--- config.mk ---
export PLATFORM = sky130hd
export DESIGN_NAME = nvs_slave
export DESIGN_NICKNAME = d
export VERILOG_FILES = /design/src/nvs_pkg.sv /design/src/nvs_fifo.sv /design/src/nvs_slave.sv
export SDC_FILE = /design/constraint.sdc
export NUM_CORES = 1
export LEC_CHECK = 0
export ABC_AREA = 1
export BUFFER_PORTS_ARGS = -buffer_cell sky130_fd_sc_hd__buf_4
export CAP_MARGIN = 0
export CORE_MARGIN = 2
export CORE_UTILIZATION = 58
export DETAILED_ROUTE_END_ITERATION = 12
export PLACE_DENSITY = 0.78
export SKIP_CTS_REPAIR_TIMING = 1
export SLEW_MARGIN = 0
export SYNTH_ARGS = -nofsm -noshare
export SYNTH_HDL_FRONTEND = slang
export SYNTH_SLANG_ARGS = --single-unit
--- constraint.sdc ---
create_clock -name i_clk -period 3.9 [get_ports i_clk]
set_input_delay 0.39 -clock i_clk [delete_from_list [all_inputs] [get_ports i_clk]]
set_output_delay 0.39 -clock i_clk [all_outputs]
set_load 0.01 [all_outputs]
--- src/nvs_pkg.sv ---
// shared constants and types of the paged memory serial slave
package nvs_pkg;
  localparam int CLK_PERIOD_NS = 5;
  localparam int FIFO_WIDTH = 16;
  localparam int FIFO_DEPTH = 16;
  localparam logic [3:0] BYTE_BITS = 4'h8;
  localparam logic [3:0] BIT_ZERO = 4'h0;
  localparam logic [3:0] BIT_ONE = 4'h1;
  localparam logic [3:0] DEV_ADDR_BASE = 4'ha;
  localparam logic [7:0] ADDR_RESET = 8'h00;
  localparam logic [7:0] SRAM_BASE = 8'hf8;
  localparam logic [4:0] SHADOW_ROW = 5'h1e;
  localparam logic [4:0] ROW_RESET = 5'h00;
  localparam logic [2:0] STRAP_RESET = 3'h0;
  typedef enum logic [3:0] {
    ST_IDLE, ST_DEV, ST_DEV_ACK, ST_MEM, ST_MEM_ACK,
    ST_WR, ST_WR_ACK, ST_RD, ST_RD_ACK
  } nvs_state_t;
endpackage

--- src/nvs_fifo.sv ---
// parameterised fifo with registered output stage
`timescale 1ns/1ps
module nvs_fifo #(
  parameter int WIDTH = 16,
  parameter int DEPTH = 16
) (
  input wire logic i_clk,
  input wire logic i_rstn,
  input wire logic i_ce,
  input wire logic i_in_valid,
  output logic o_in_ready,
  input wire logic [WIDTH-1:0] i_in_data,
  output logic o_out_valid,
  input wire logic i_out_ready,
  output logic [WIDTH-1:0] o_out_data
);
  localparam int AW = $clog2(DEPTH);
  logic [WIDTH-1:0] mem [DEPTH];
  logic [AW-1:0] wr_ptr_reg;
  logic [AW-1:0] rd_ptr_reg;
  logic [AW:0] count_reg;
  logic push;
  logic pop;

  assign o_in_ready = (count_reg != (AW+1)'(DEPTH));
  assign push = i_in_valid && o_in_ready;
  // move the head into the output register when it is empty or taken
  assign pop = (count_reg != '0) && (!o_out_valid || i_out_ready);

  always_ff @(posedge i_clk) begin
    if (i_ce && push) begin
      mem[wr_ptr_reg] <= i_in_data;
    end
  end

  always_ff @(posedge i_clk) begin
    if (!i_rstn) begin
      wr_ptr_reg <= '0;
      rd_ptr_reg <= '0;
      count_reg <= '0;
    end else if (i_ce) begin
      if (push) begin
        wr_ptr_reg <= wr_ptr_reg + 1'b1;
      end
      if (pop) begin
        rd_ptr_reg <= rd_ptr_reg + 1'b1;
      end
      if (push && !pop) begin
        count_reg <= count_reg + 1'b1;
      end else if (pop && !push) begin
        count_reg <= count_reg - 1'b1;
      end
    end
  end

  always_ff @(posedge i_clk) begin
    if (!i_rstn) begin
      o_out_valid <= 1'b0;
      o_out_data <= '0;
    end else if (i_ce) begin
      if (pop) begin
        o_out_valid <= 1'b1;
        o_out_data <= mem[rd_ptr_reg];
      end else if (i_out_ready) begin
        o_out_valid <= 1'b0;
      end
    end
  end
endmodule // nvs_fifo

--- src/nvs_slave.sv ---
// two-wire serial slave giving byte access to a paged memory
`timescale 1ns/1ps
// Overview of operation
// - pointer advances after every acknowledged data byte
// - on writes pointer wraps to start of same row, reads run on into the next row
// - rows aligned on multiples of eight
// - stop after eeprom write starts timed commit
// - own address not acknowledged during commit
// - commit reprograms whole eight byte page
// - reads come from the current pointer
// - dummy write loads pointer for random read
// - each master ack brings another byte
// - byte after write address loads pointer
// - mismatched address ignored until next start
// - seven bit address, low three from straps
// - shadow only bit suppresses eeprom commit of the shadow row
module nvs_slave #(
  parameter int T_COMMIT_NS = 10_000_000
) (
  input wire logic i_clk,
  input wire logic i_rstn,
  input wire logic i_ce,
  input wire logic i_scl,
  input wire logic i_sda,
  output logic o_sda,
  output logic o_sda_oe_n,
  input wire logic i_addr_strap_bit0,
  input wire logic i_addr_strap_bit1,
  input wire logic i_addr_strap_bit2,
  input wire logic i_shadow_only,
  output logic [7:0] o_mem_rd_addr,
  input wire logic [7:0] i_mem_rd_data,
  output logic o_wr_valid,
  input wire logic i_wr_ready,
  output logic [7:0] o_wr_addr,
  output logic [7:0] o_wr_data,
  output logic o_commit_valid,
  output logic [4:0] o_commit_row,
  output logic o_busy
);
  localparam int COMMIT_CYCLES =
    (T_COMMIT_NS + nvs_pkg::CLK_PERIOD_NS - 1) / nvs_pkg::CLK_PERIOD_NS;

  // advance within the row only, upper bits pick the row
  function automatic logic [7:0] row_next(input logic [7:0] a);
    row_next = {a[7:3], a[2:0] + 3'h1};
  endfunction

  function automatic logic needs_commit(input logic [7:0] a,
                                        input logic shadow_only);
    needs_commit = (a < nvs_pkg::SRAM_BASE) &&
                   !(shadow_only && (a[7:3] == nvs_pkg::SHADOW_ROW));
  endfunction

  logic scl_s1_reg, scl_s2_reg, scl_d_reg;
  logic sda_s1_reg, sda_s2_reg, sda_d_reg;
  logic [2:0] strap_s1_reg, strap_s2_reg;
  nvs_pkg::nvs_state_t state_reg;
  logic [3:0] bit_cnt_reg;
  logic [7:0] shift_reg;
  logic [7:0] addr_cnt_reg;
  logic touched_reg;
  logic [31:0] busy_cnt_reg;
  logic scl_rise, scl_fall, start_ev, stop_ev, byte_done;
  logic dev_match, push, fifo_ready;
  logic [15:0] fifo_out;

  always_ff @(posedge i_clk) begin
    if (!i_rstn) begin
      scl_s1_reg <= 1'b1;
      scl_s2_reg <= 1'b1;
      scl_d_reg <= 1'b1;
      sda_s1_reg <= 1'b1;
      sda_s2_reg <= 1'b1;
      sda_d_reg <= 1'b1;
      strap_s1_reg <= nvs_pkg::STRAP_RESET;
      strap_s2_reg <= nvs_pkg::STRAP_RESET;
    end else if (i_ce) begin
      scl_s1_reg <= i_scl;
      scl_s2_reg <= scl_s1_reg;
      scl_d_reg <= scl_s2_reg;
      sda_s1_reg <= i_sda;
      sda_s2_reg <= sda_s1_reg;
      sda_d_reg <= sda_s2_reg;
      strap_s1_reg <= {i_addr_strap_bit2, i_addr_strap_bit1,
                       i_addr_strap_bit0};
      strap_s2_reg <= strap_s1_reg;
    end
  end

  assign scl_rise = scl_s2_reg && !scl_d_reg;
  assign scl_fall = !scl_s2_reg && scl_d_reg;
  assign start_ev = scl_s2_reg && scl_d_reg && sda_d_reg && !sda_s2_reg;
  assign stop_ev = scl_s2_reg && scl_d_reg && !sda_d_reg && sda_s2_reg;
  assign byte_done = scl_fall && (bit_cnt_reg == nvs_pkg::BYTE_BITS);
  assign dev_match = (shift_reg[7:1] ==
                      {nvs_pkg::DEV_ADDR_BASE, strap_s2_reg});
  assign push = (state_reg == nvs_pkg::ST_WR) && byte_done && fifo_ready;

  // bus sequencer; oe low pulls the data line low
  always_ff @(posedge i_clk) begin
    if (!i_rstn) begin
      state_reg <= nvs_pkg::ST_IDLE;
      bit_cnt_reg <= nvs_pkg::BIT_ZERO;
      shift_reg <= nvs_pkg::ADDR_RESET;
      o_sda_oe_n <= 1'b1;
    end else if (i_ce) begin
      if (start_ev) begin
        state_reg <= nvs_pkg::ST_DEV;
        bit_cnt_reg <= nvs_pkg::BIT_ZERO;
        o_sda_oe_n <= 1'b1;
      end else if (stop_ev) begin
        state_reg <= nvs_pkg::ST_IDLE;
        o_sda_oe_n <= 1'b1;
      end else begin
        unique case (state_reg)
          nvs_pkg::ST_IDLE: begin
          end
          nvs_pkg::ST_DEV, nvs_pkg::ST_MEM, nvs_pkg::ST_WR: begin
            if (scl_rise) begin
              shift_reg <= {shift_reg[6:0], sda_s2_reg};
              bit_cnt_reg <= bit_cnt_reg + nvs_pkg::BIT_ONE;
            end else if (byte_done) begin
              if (state_reg == nvs_pkg::ST_DEV) begin
                state_reg <= nvs_pkg::ST_DEV_ACK;
                o_sda_oe_n <= !(dev_match && (busy_cnt_reg == '0));
              end else if (state_reg == nvs_pkg::ST_MEM) begin
                state_reg <= nvs_pkg::ST_MEM_ACK;
                o_sda_oe_n <= 1'b0;
              end else begin
                state_reg <= nvs_pkg::ST_WR_ACK;
                o_sda_oe_n <= !fifo_ready;
              end
            end
          end
          nvs_pkg::ST_DEV_ACK: begin
            if (scl_fall) begin
              if (o_sda_oe_n) begin
                state_reg <= nvs_pkg::ST_IDLE;
              end else if (shift_reg[0]) begin
                state_reg <= nvs_pkg::ST_RD;
                shift_reg <= i_mem_rd_data;
                o_sda_oe_n <= i_mem_rd_data[7];
                bit_cnt_reg <= nvs_pkg::BIT_ONE;
              end else begin
                state_reg <= nvs_pkg::ST_MEM;
                o_sda_oe_n <= 1'b1;
                bit_cnt_reg <= nvs_pkg::BIT_ZERO;
              end
            end
          end
          nvs_pkg::ST_MEM_ACK, nvs_pkg::ST_WR_ACK: begin
            if (scl_fall) begin
              state_reg <= o_sda_oe_n ? nvs_pkg::ST_IDLE : nvs_pkg::ST_WR;
              o_sda_oe_n <= 1'b1;
              bit_cnt_reg <= nvs_pkg::BIT_ZERO;
            end
          end
          nvs_pkg::ST_RD: begin
            if (byte_done) begin
              state_reg <= nvs_pkg::ST_RD_ACK;
              o_sda_oe_n <= 1'b1;
            end else if (scl_fall) begin
              shift_reg <= {shift_reg[6:0], 1'b0};
              o_sda_oe_n <= shift_reg[6];
              bit_cnt_reg <= bit_cnt_reg + nvs_pkg::BIT_ONE;
            end
          end
          nvs_pkg::ST_RD_ACK: begin
            if (scl_rise && sda_s2_reg) begin
              state_reg <= nvs_pkg::ST_IDLE;
            end else if (scl_fall) begin
              state_reg <= nvs_pkg::ST_RD;
              shift_reg <= i_mem_rd_data;
              o_sda_oe_n <= i_mem_rd_data[7];
              bit_cnt_reg <= nvs_pkg::BIT_ONE;
            end
          end
        endcase
      end
    end
  end

  // address counter
  always_ff @(posedge i_clk) begin
    if (!i_rstn) begin
      addr_cnt_reg <= nvs_pkg::ADDR_RESET;
    end else if (i_ce) begin
      if ((state_reg == nvs_pkg::ST_MEM) && byte_done) begin
        addr_cnt_reg <= shift_reg;
      end else if (push) begin
        addr_cnt_reg <= row_next(addr_cnt_reg);
      end else if ((state_reg == nvs_pkg::ST_RD_ACK) && scl_rise) begin
        addr_cnt_reg <= addr_cnt_reg + 8'h01;
      end
    end
  end

  always_ff @(posedge i_clk) begin
    if (!i_rstn) begin
      o_mem_rd_addr <= nvs_pkg::ADDR_RESET;
      o_sda <= 1'b0;
    end else if (i_ce) begin
      o_mem_rd_addr <= addr_cnt_reg;
      o_sda <= 1'b0;
    end
  end

  // page commit request and busy window
  always_ff @(posedge i_clk) begin
    if (!i_rstn) begin
      touched_reg <= 1'b0;
      o_commit_row <= nvs_pkg::ROW_RESET;
      o_commit_valid <= 1'b0;
    end else if (i_ce) begin
      o_commit_valid <= 1'b0;
      if (stop_ev) begin
        o_commit_valid <= touched_reg;
        touched_reg <= 1'b0;
      end else if (push && needs_commit(addr_cnt_reg, i_shadow_only)) begin
        touched_reg <= 1'b1;
        o_commit_row <= addr_cnt_reg[7:3];
      end
    end
  end

  always_ff @(posedge i_clk) begin
    if (!i_rstn) begin
      busy_cnt_reg <= '0;
      o_busy <= 1'b0;
    end else if (i_ce) begin
      if (stop_ev && touched_reg) begin
        busy_cnt_reg <= 32'(COMMIT_CYCLES);
        o_busy <= 1'b1;
      end else if (busy_cnt_reg != '0) begin
        busy_cnt_reg <= busy_cnt_reg - 32'h0000_0001;
        o_busy <= (busy_cnt_reg != 32'h0000_0001);
      end
    end
  end

  nvs_fifo #(
    .WIDTH(nvs_pkg::FIFO_WIDTH),
    .DEPTH(nvs_pkg::FIFO_DEPTH)
  ) u_fifo (
    .i_clk(i_clk),
    .i_rstn(i_rstn),
    .i_ce(i_ce),
    .i_in_valid(push),
    .o_in_ready(fifo_ready),
    .i_in_data({addr_cnt_reg, shift_reg}),
    .o_out_valid(o_wr_valid),
    .i_out_ready(i_wr_ready),
    .o_out_data(fifo_out)
  );
  assign o_wr_addr = fifo_out[15:8];
  assign o_wr_data = fifo_out[7:0];

  row_wrap_a: assert property (@(posedge i_clk) disable iff (!i_rstn)
    i_ce && push |=> addr_cnt_reg[7:3] == $past(addr_cnt_reg[7:3]))
    else $error("pointer left its row");
  addr_incr_a: assert property (@(posedge i_clk) disable iff (!i_rstn)
    i_ce && push |=> addr_cnt_reg[2:0] == $past(addr_cnt_reg[2:0]) + 3'h1)
    else $error("pointer did not advance on write");
  busy_nack_a: assert property (@(posedge i_clk) disable iff (!i_rstn)
    state_reg == nvs_pkg::ST_DEV_ACK && busy_cnt_reg > 32'h0000_0002
    |-> o_sda_oe_n)
    else $error("address acknowledged while busy");
  commit_busy_a: assert property (@(posedge i_clk) disable iff (!i_rstn)
    o_commit_valid |-> o_busy && !$past(o_commit_valid))
    else $error("commit without busy window");
  shadow_skip_a: assert property (@(posedge i_clk) disable iff (!i_rstn)
    i_ce && push && !touched_reg && i_shadow_only &&
    addr_cnt_reg[7:3] == nvs_pkg::SHADOW_ROW |=> !touched_reg)
    else $error("shadow only write armed a commit");
  read_adv_a: assert property (@(posedge i_clk) disable iff (!i_rstn)
    i_ce && state_reg == nvs_pkg::ST_RD_ACK && scl_rise && !start_ev &&
    !stop_ev |=> addr_cnt_reg == $past(addr_cnt_reg) + 8'h01)
    else $error("pointer did not advance on read");
  nack_release_a: assert property (@(posedge i_clk) disable iff (!i_rstn)
    state_reg == nvs_pkg::ST_RD_ACK |-> o_sda_oe_n)
    else $error("data line held during master ack bit");
  mismatch_ign_a: assert property (@(posedge i_clk) disable iff (!i_rstn)
    state_reg == nvs_pkg::ST_DEV_ACK && !dev_match |-> o_sda_oe_n ##1
    (state_reg != nvs_pkg::ST_MEM && state_reg != nvs_pkg::ST_RD))
    else $error("foreign address answered");
  ptr_load_a: assert property (@(posedge i_clk) disable iff (!i_rstn)
    i_ce && state_reg == nvs_pkg::ST_MEM && byte_done && !start_ev &&
    !stop_ev |=> addr_cnt_reg == $past(shift_reg) ##2
    o_mem_rd_addr == $past(addr_cnt_reg, 2))
    else $error("pointer not loaded from address byte");
  commit_row_a: assert property (@(posedge i_clk) disable iff (!i_rstn)
    i_ce && push && needs_commit(addr_cnt_reg, i_shadow_only) && !stop_ev
    |=> o_commit_row == $past(addr_cnt_reg[7:3]))
    else $error("commit row not the written row");
endmodule // nvs_slave

# --- Word-level counts from Yosys, hierarchy flattened ---
# Memory sizes are Yosys's and may differ from the RTL's. A register that Yosys moved wholly into a read port is not among the register bits.
# Index checks and enable logic that the tools add are counted.
word_totals:
  reg_bits: 99
  latch_bits: 0
  mem_bits_rw: 256
  romBits: 0
  inputBits: 18
  out_inout_bits: 34
  elab_cells: 207
  n_memories: 1
classes:
  n_addsub: 8
  multipliers: 0
  div: 0
  n_lt_le_gt_ge: 1
  n_eq_ne: 40
  n_shift: 0
  muxes: 67
  bitwise: 2
  reduce_logical: 63
memory_table:
  columns: ["memory", "words", "width", "read_ports", "rd_clocked_by_memory_dff", "wr", "line", "source"]
  rows:
  - ["u_fifo.mem", 16, 16, 1, 1, 1, "nvs_fifo.sv:18", "logic [WIDTH-1:0] mem [DEPTH];"]
ops:
  columns: ["cell", "n"]
  rows:
  - ["two-way mux 8 bit", 11]
  - ["two-way mux 4 bit", 19]
  - ["two-way mux 32 bit", 2]
  - ["case mux 4 bit (5 select lines)", 2]
  - ["logical NOT 32 bit", 1]
  - ["inequality test 32 x 1 -> 1 bit, second input constant", 1]
  - ["case mux 8 bit (4 select lines)", 1]
  - ["nonzero test 32 bit", 1]
  - ["subtractor 32 x 1 -> 32 bit, second input constant", 1]
  - ["inequality test 4 bit, second input constant", 7]
  - ["two-way mux 1 bit", 24]
  - ["inequality test 3 bit, second input constant", 8]
  - ["logical AND 1 bit", 23]
  - ["AND reduction 11 bit", 2]
  - ["inequality test 2 bit, second input constant", 9]
  - ["== test 4 x 3 -> 1 bit, second input constant", 4]
  - ["inequality test 5 bit, second input constant", 3]
  - ["AND reduction 2 bit", 7]
  - ["adder 4 x 1 -> 4 bit, second input constant", 3]
  - ["two-way mux 3 bit", 4]
  - ["AND reduction 12 bit", 1]
  - ["logical NOT 1 bit", 11]
  - ["two-way mux 5 bit", 2]
  - ["nonzero test 2 bit", 5]
  - ["25 further kinds", 29]

# --- Logic depth before layout (Yosys ltp) ---
logic_depth:
  ltp_word: 10
  depth_mapped: 16
  depth_no_buf: 16

# --- By module ---
# From an unflattened synthesis, not the netlist that was laid out.
unflattened:
  hier_cells: 1979
  hier_area_um2: 17141.4
by_module_without_submodules:
  columns: ["mod", "instances", "cells_each", "area_per_inst_um2", "seq_area_each_um2"]
  rows:
  - ["nvs_fifo", 1, 1195, 12203.0, 8287.9]
  - ["nvs_slave", 1, 784, 4938.5, 1701.6]

# --- Least setup slack after synthesis ---
# OpenSTA, ideal clock, no wires.
synth_timing:
  path_type: "register -> register"
  startpoint: "register bit_cnt_reg[0]"
  endpoint: "register u_fifo.count_reg[4]"
  setup_ps: 119
  arrival_time_ps: 2278
  t_required_ps: 3781
  slack_ps: 1502
  path_stages_with_launch: 16
  n_path_buf: 0
  cell_sequence: "dfxtp_1 inv_1 ha_1 nand3_1 nor2_4 nand2_1 nor2_4 ha_1 inv_1 fa_1 a21oi_1 nor2_1 o21ai_0 nand3_1 o21ai_0 a21oi_1"
synth_via:
  elab_chain_len: 9
synth_rtl:
  columns: ["item", "line", "source"]
  rows:
  - ["start, declared", "nvs_slave.sv:59", "logic [3:0] bit_cnt_reg;"]
  - ["start signal, assigned", "nvs_slave.sv:104", "bit_cnt_reg <= nvs_pkg::BIT_ZERO;"]
  - ["start signal, assigned", "nvs_slave.sv:110", "bit_cnt_reg <= nvs_pkg::BIT_ZERO;"]
  - ["start signal, assigned", "nvs_slave.sv:122", "bit_cnt_reg <= bit_cnt_reg + nvs_pkg::BIT_ONE;"]
  - ["== test 4 bit (*)", "nvs_slave.sv:95", "assign byte_done = scl_fall && (bit_cnt_reg == nvs_pkg::BYTE_BITS);"]
  - ["logical AND 1 bit (*)", "nvs_slave.sv:95", null]
  - ["logical AND 1 bit (*) (2 in series)", "nvs_slave.sv:98", "assign push = (state_reg == nvs_pkg::ST_WR) && byte_done && fifo_ready;"]
  - ["logical AND 1 bit (*)", "nvs_fifo.sv:26", "assign push = i_in_valid && o_in_ready;"]
  - ["logical NOT 1 bit", "nvs_fifo.sv:50", "end else if (pop && !push) begin"]
  - ["logical AND 1 bit", "nvs_fifo.sv:50", null]
  - ["nonzero test 2 bit (no source line)", null, null]
  - ["AND reduction 2 bit (no source line)", null, null]
  - ["end signal, assigned", "nvs_fifo.sv:49", "count_reg <= count_reg + 1'b1;"]
  - ["end signal, assigned", "nvs_fifo.sv:51", "count_reg <= count_reg - 1'b1;"]
  - ["end, declared", "nvs_fifo.sv:21", "logic [AW:0] count_reg;"]
# Mark *: on every way between the ends. The rest lies on a longest branch, timed or not.
# A chain may end at the register's enable or synchronous reset.

# --- Worst setup path in the final report ---
layout_timing:
  startpoint: "register bit_cnt_reg[0]"
  endpoint: "memory u_fifo.mem[11][1] (enable)"
layout_via:
  elab_chain_len: 8
layout_rtl:
  columns: ["item", "line", "source"]
  rows:
  - ["== test 4 bit", "nvs_slave.sv:95", null]
  - ["logical AND 1 bit", "nvs_slave.sv:95", null]
  - ["logical AND 1 bit (2 in series)", "nvs_slave.sv:98", null]
  - ["logical AND 1 bit", "nvs_fifo.sv:26", null]
  - ["logical AND 1 bit", "nvs_fifo.sv:31", "if (i_ce && push) begin"]
  - ["two-way mux 1 bit", "nvs_fifo.sv:31", null]
  - ["two-way mux 1 bit (not written as such)", "nvs_fifo.sv:32", "mem[wr_ptr_reg] <= i_in_data;"]
  - ["end, declared", "nvs_fifo.sv:18", null]
# No other way between the ends.

==> key figures <==
Run status
  – Status: finished, final reports clean

Die
  – Core area: 0.0285 sq mm
  – Area of the die: roughly 0.030 sq mm
  – Die width: between 150 and 200 microns
  – Starting Density: between 50% and 60%
  – Rows: 62
  – Total I/O pin count: 52
  – Die H: between 150 and 200 microns

Setup path
  – R2R Path End: u_fifo.mem[11][1]$_DFFE_PP_
  – CP arrival: slightly above 3 ns
  – Internal reg-to-reg setup slack: between 1 and 1.5 ns
  – Critical path peak fanout: 10
  – R2R depth: 11
  – Delay-heaviest family, CP: simple AND/OR/NAND/NOR gates
  – Slowest stage delay, CP: ~0.64 ns
  – Number of buffers and inverters on the critical path: 3
  – Critical-path cell list: inv_1 -> ha_1 -> nand3_1 -> nor2_4 -> nand2_1 -> nor2_4 -> nand2_2 -> inv_2 -> nand3_1 -> nor2_1 -> buf_4
  – Reg2reg start: bit_cnt_reg[0]$_SDFFE_PN0P_
  – Crit Path Category: reg2reg
  – CP Data Required Time: ~4.1 ns
  – CP Capture Type: flip-flop
  – Startpoint type of the worst setup path: flip-flop
  – Critical-path top delay cell: nor2_1

Global route
  – Grt ovf: 0
  – Global-route usage over all layers: 27.7%
  – First-pass GRT wire length: approximately 66 mm
  – Vias in the first global route: around 13,000
  – Largest net degree at the start of global routing: between 90 and 100
  – Initial antenna violation count: 1

Clocking
  – Clk root buf: clkbuf_16
  – Clock Path Buffers: 3
  – Later-pin clock latency in the skew report: roughly 0.53 ns
  – Clock sink total: approximately 370
  – CTS buffer count: 37
  – CTS tree: built
  – Clk slew on worst S/H paths: approximately 0.060 ns
  – CTS H-tree depth: 2

Worst hold path
  – HP Class: in2reg
  – Min-Delay Path Depth: 3
  – Hold EP: sda_s1_reg$_SDFFE_PN1P_
  – Hold_sp: i_sda

Layout
  – Final net count: 1,841
  – Most frequent cells in the layout: nor2_1 (390), edfxtp_1 (256), nand2_1 (216)
  – Share of cells above drive strength 1: a little over a tenth
  – Most common cell after layout, fill and taps aside: nor2_1
  – Number of diodes: 0
  – Max reg flops: roughly 260
  – Area delta synth->final: 11.0%

Route
  – Final wirelength: slightly above 40 mm
  – Drt first pass iters: 5
  – Via total after detailed routing: 12,846
  – Initial DRC Count: 1,310
  – Antenna Nets Post-Route: 0
  – Vias per inst: just under 6
  – DRC: 0
  – WL per Instance: 18.6 microns

STA
  – Max Transition Viols Final: 0
  – Final Critical Period: about 2.8 ns
  – Final count of hold timing violations: 0
  – Final setup fails: 0
  – Fmax: roughly 350 MHz
  – Unrepaired setup endpoints after global routing: false
  – Slew margin rel.: a little over a third
  – Final WS setup: roughly 1.1 ns
  – Tcrit/Tclk final: approximately 73%
  – Final TNS setup: 0 ns
  – Worst Skew: 0.0250 ns
  – Slew @ Worst Pin: 0.966 ns

Synthesis
  – FF+latch count, synth: approximately 370
  – Post-Syn Instances: 1,773
  – Netlist cell types: 40
  – Mapped Nets: about 1,800
  – Yosys Warn Count: 0
  – Synthesized area per cell: ~9.4 sq um
  – Mapped Area: roughly 0.017 sq mm
  – Register area share after synthesis: 60.0%

Job
  – Max Cap Viol: 0

Pwr
  – Static leakage: roughly 7.1 nW
  – Total power density per cell area: between 600 and 700 mW/mm^2
  – Max VDD drop: about 540 uV

Placement
  – Pre-CTS setup slack: around 1.1 ns
  – Gpl congestion: ~0.91
  – Buffers on Ports: 50
  – Final HPWL DP: between 20 and 30 mm
-- cell type report --
type | count | area (sq um)
Tap cell | 384 | 480
Clock buffer | 47 | 1010
Inverter | 125 | 470
Sequential cell | 371 | 10000
Timing Repair Buffer | 79 | 593
Multi-Input combinational cell | 1193 | 5810
Clock inverter | 20 | 121
Fill cell | 2255 | 9980
-- Yosys cell counts (all sizes together) --
| cell type | n | area share, % |
|---|---|---|
| o211ai | 72 | 3.3 |
| nand4 | 15 | 0.56 |
| xor2 | 11 | 0.58 |
| conb | 1 | 0.023 |
| nor3 | 10 | 0.37 |
| fa | 1 | 0.12 |
| o21ai | 222 | 6.7 |
| o22ai | 2 | 0.075 |
| inv | 121 | 2.7 |
| nand3b | 6 | 0.27 |
| dfxtp | 115 | 14 |
| ha | 15 | 1.1 |
| o21a | 16 | 0.72 |
| o31ai | 2 | 0.090 |
| nand2 | 234 | 5.6 |
| or2 | 2 | 0.075 |
| a21oi | 76 | 2.3 |
| o221ai | 1 | 0.053 |
| o21bai | 2 | 0.090 |
| edfxtp | 256 | 46 |
| buf | 27 | 1.0 |
| clkinv | 4 | 0.090 |
| xnor2 | 7 | 0.37 |
| clkbuf | 57 | 1.3 |
| nor2 | 408 | 9.6 |
| nand3 | 90 | 2.8 |
-- logic make-up after synthesis --
family / Yosys count / share of synthesized area [%]
flops: 371 / 60.0
compound gates: 393 / 13.4
fa+ha+maj: 16 / 1.25
buf+inv: 209 / 5.12
xor+xnor: 18 / 0.947
other cells: 1 / 0.0225
simple gates: 765 / 19.3
-- per-layer routing --
metal / share of wire (%) / up-vias / routed length [microns] / global-route usage [%]
met2: 49 / 518 / 20200 / 47.1
met3: 7.2 / 87 / 2990 / 3.97
li1: - / 6125 / - / -
met5: 0 / - / 0 / 0
met1: 41 / 6116 / 16900 / 36.4
met4: 3.0 / 0 / 1230 / 9.89
-- worst max path at each step --
stage | start | to | depth (start not counted)
floorplan | bit_cnt_reg[0]$_SDFFE_PN0P_ | u_fifo.count_reg[4]$_SDFFE_PN0P_ | 15
global placement | bit_cnt_reg[0]$_SDFFE_PN0P_ | u_fifo.count_reg[4]$_SDFFE_PN0P_ | 15
detailed placement | bit_cnt_reg[0]$_SDFFE_PN0P_ | u_fifo.mem[11][12]$_DFFE_PP_ | 11
CTS | bit_cnt_reg[0]$_SDFFE_PN0P_ | u_fifo.mem[11][1]$_DFFE_PP_ | 11
global route | bit_cnt_reg[0]$_SDFFE_PN0P_ | u_fifo.mem[11][3]$_DFFE_PP_ | 11
finish | bit_cnt_reg[0]$_SDFFE_PN0P_ | u_fifo.mem[11][1]$_DFFE_PP_ | 11
-- worst reg2reg max path: stages, from the launching register on --
cell and delay, ns:
dfxtp_1 0.33, inv_1 0.09, ha_1 0.16, nand3_1 0.14, nor2_4 0.17, nand2_1 0.13
nor2_4 0.16, nand2_2 0.12, inv_2 0.14, nand3_1 0.14, nor2_1 0.64, buf_4 0.33
-- power by group --
| group | internal (mW) | switching [mW] |
|---|---|---|
| registers | 4.68 | 0.531 |
| clock network | 1.85 | 1.49 |
| logic | 1.46 | 2.90 |
-- through the flow --
| stage | hold slack, ns | util (%) | instances | power, mW | area, sq um |
|---|---|---|---|---|---|
| final | 0.0915 | 64.9 | 2219 | 12.9 | 18500 |
| after global routing | 0.101 | 64.9 | 2219 | 13.8 | 18500 |
| after CTS | 0.0855 | 64.9 | 2219 | 12.9 | 18500 |
| after detailed placement | 0.446 | 60.9 | 2152 | 9.57 | 17400 |
| after global placement | 0.443 | 60.9 | 2152 | 9.46 | 17400 |
| after floorplan | 0.429 | - | 1773 | 8.43 | 16700 |
Power figures use the tool's default switching activity.
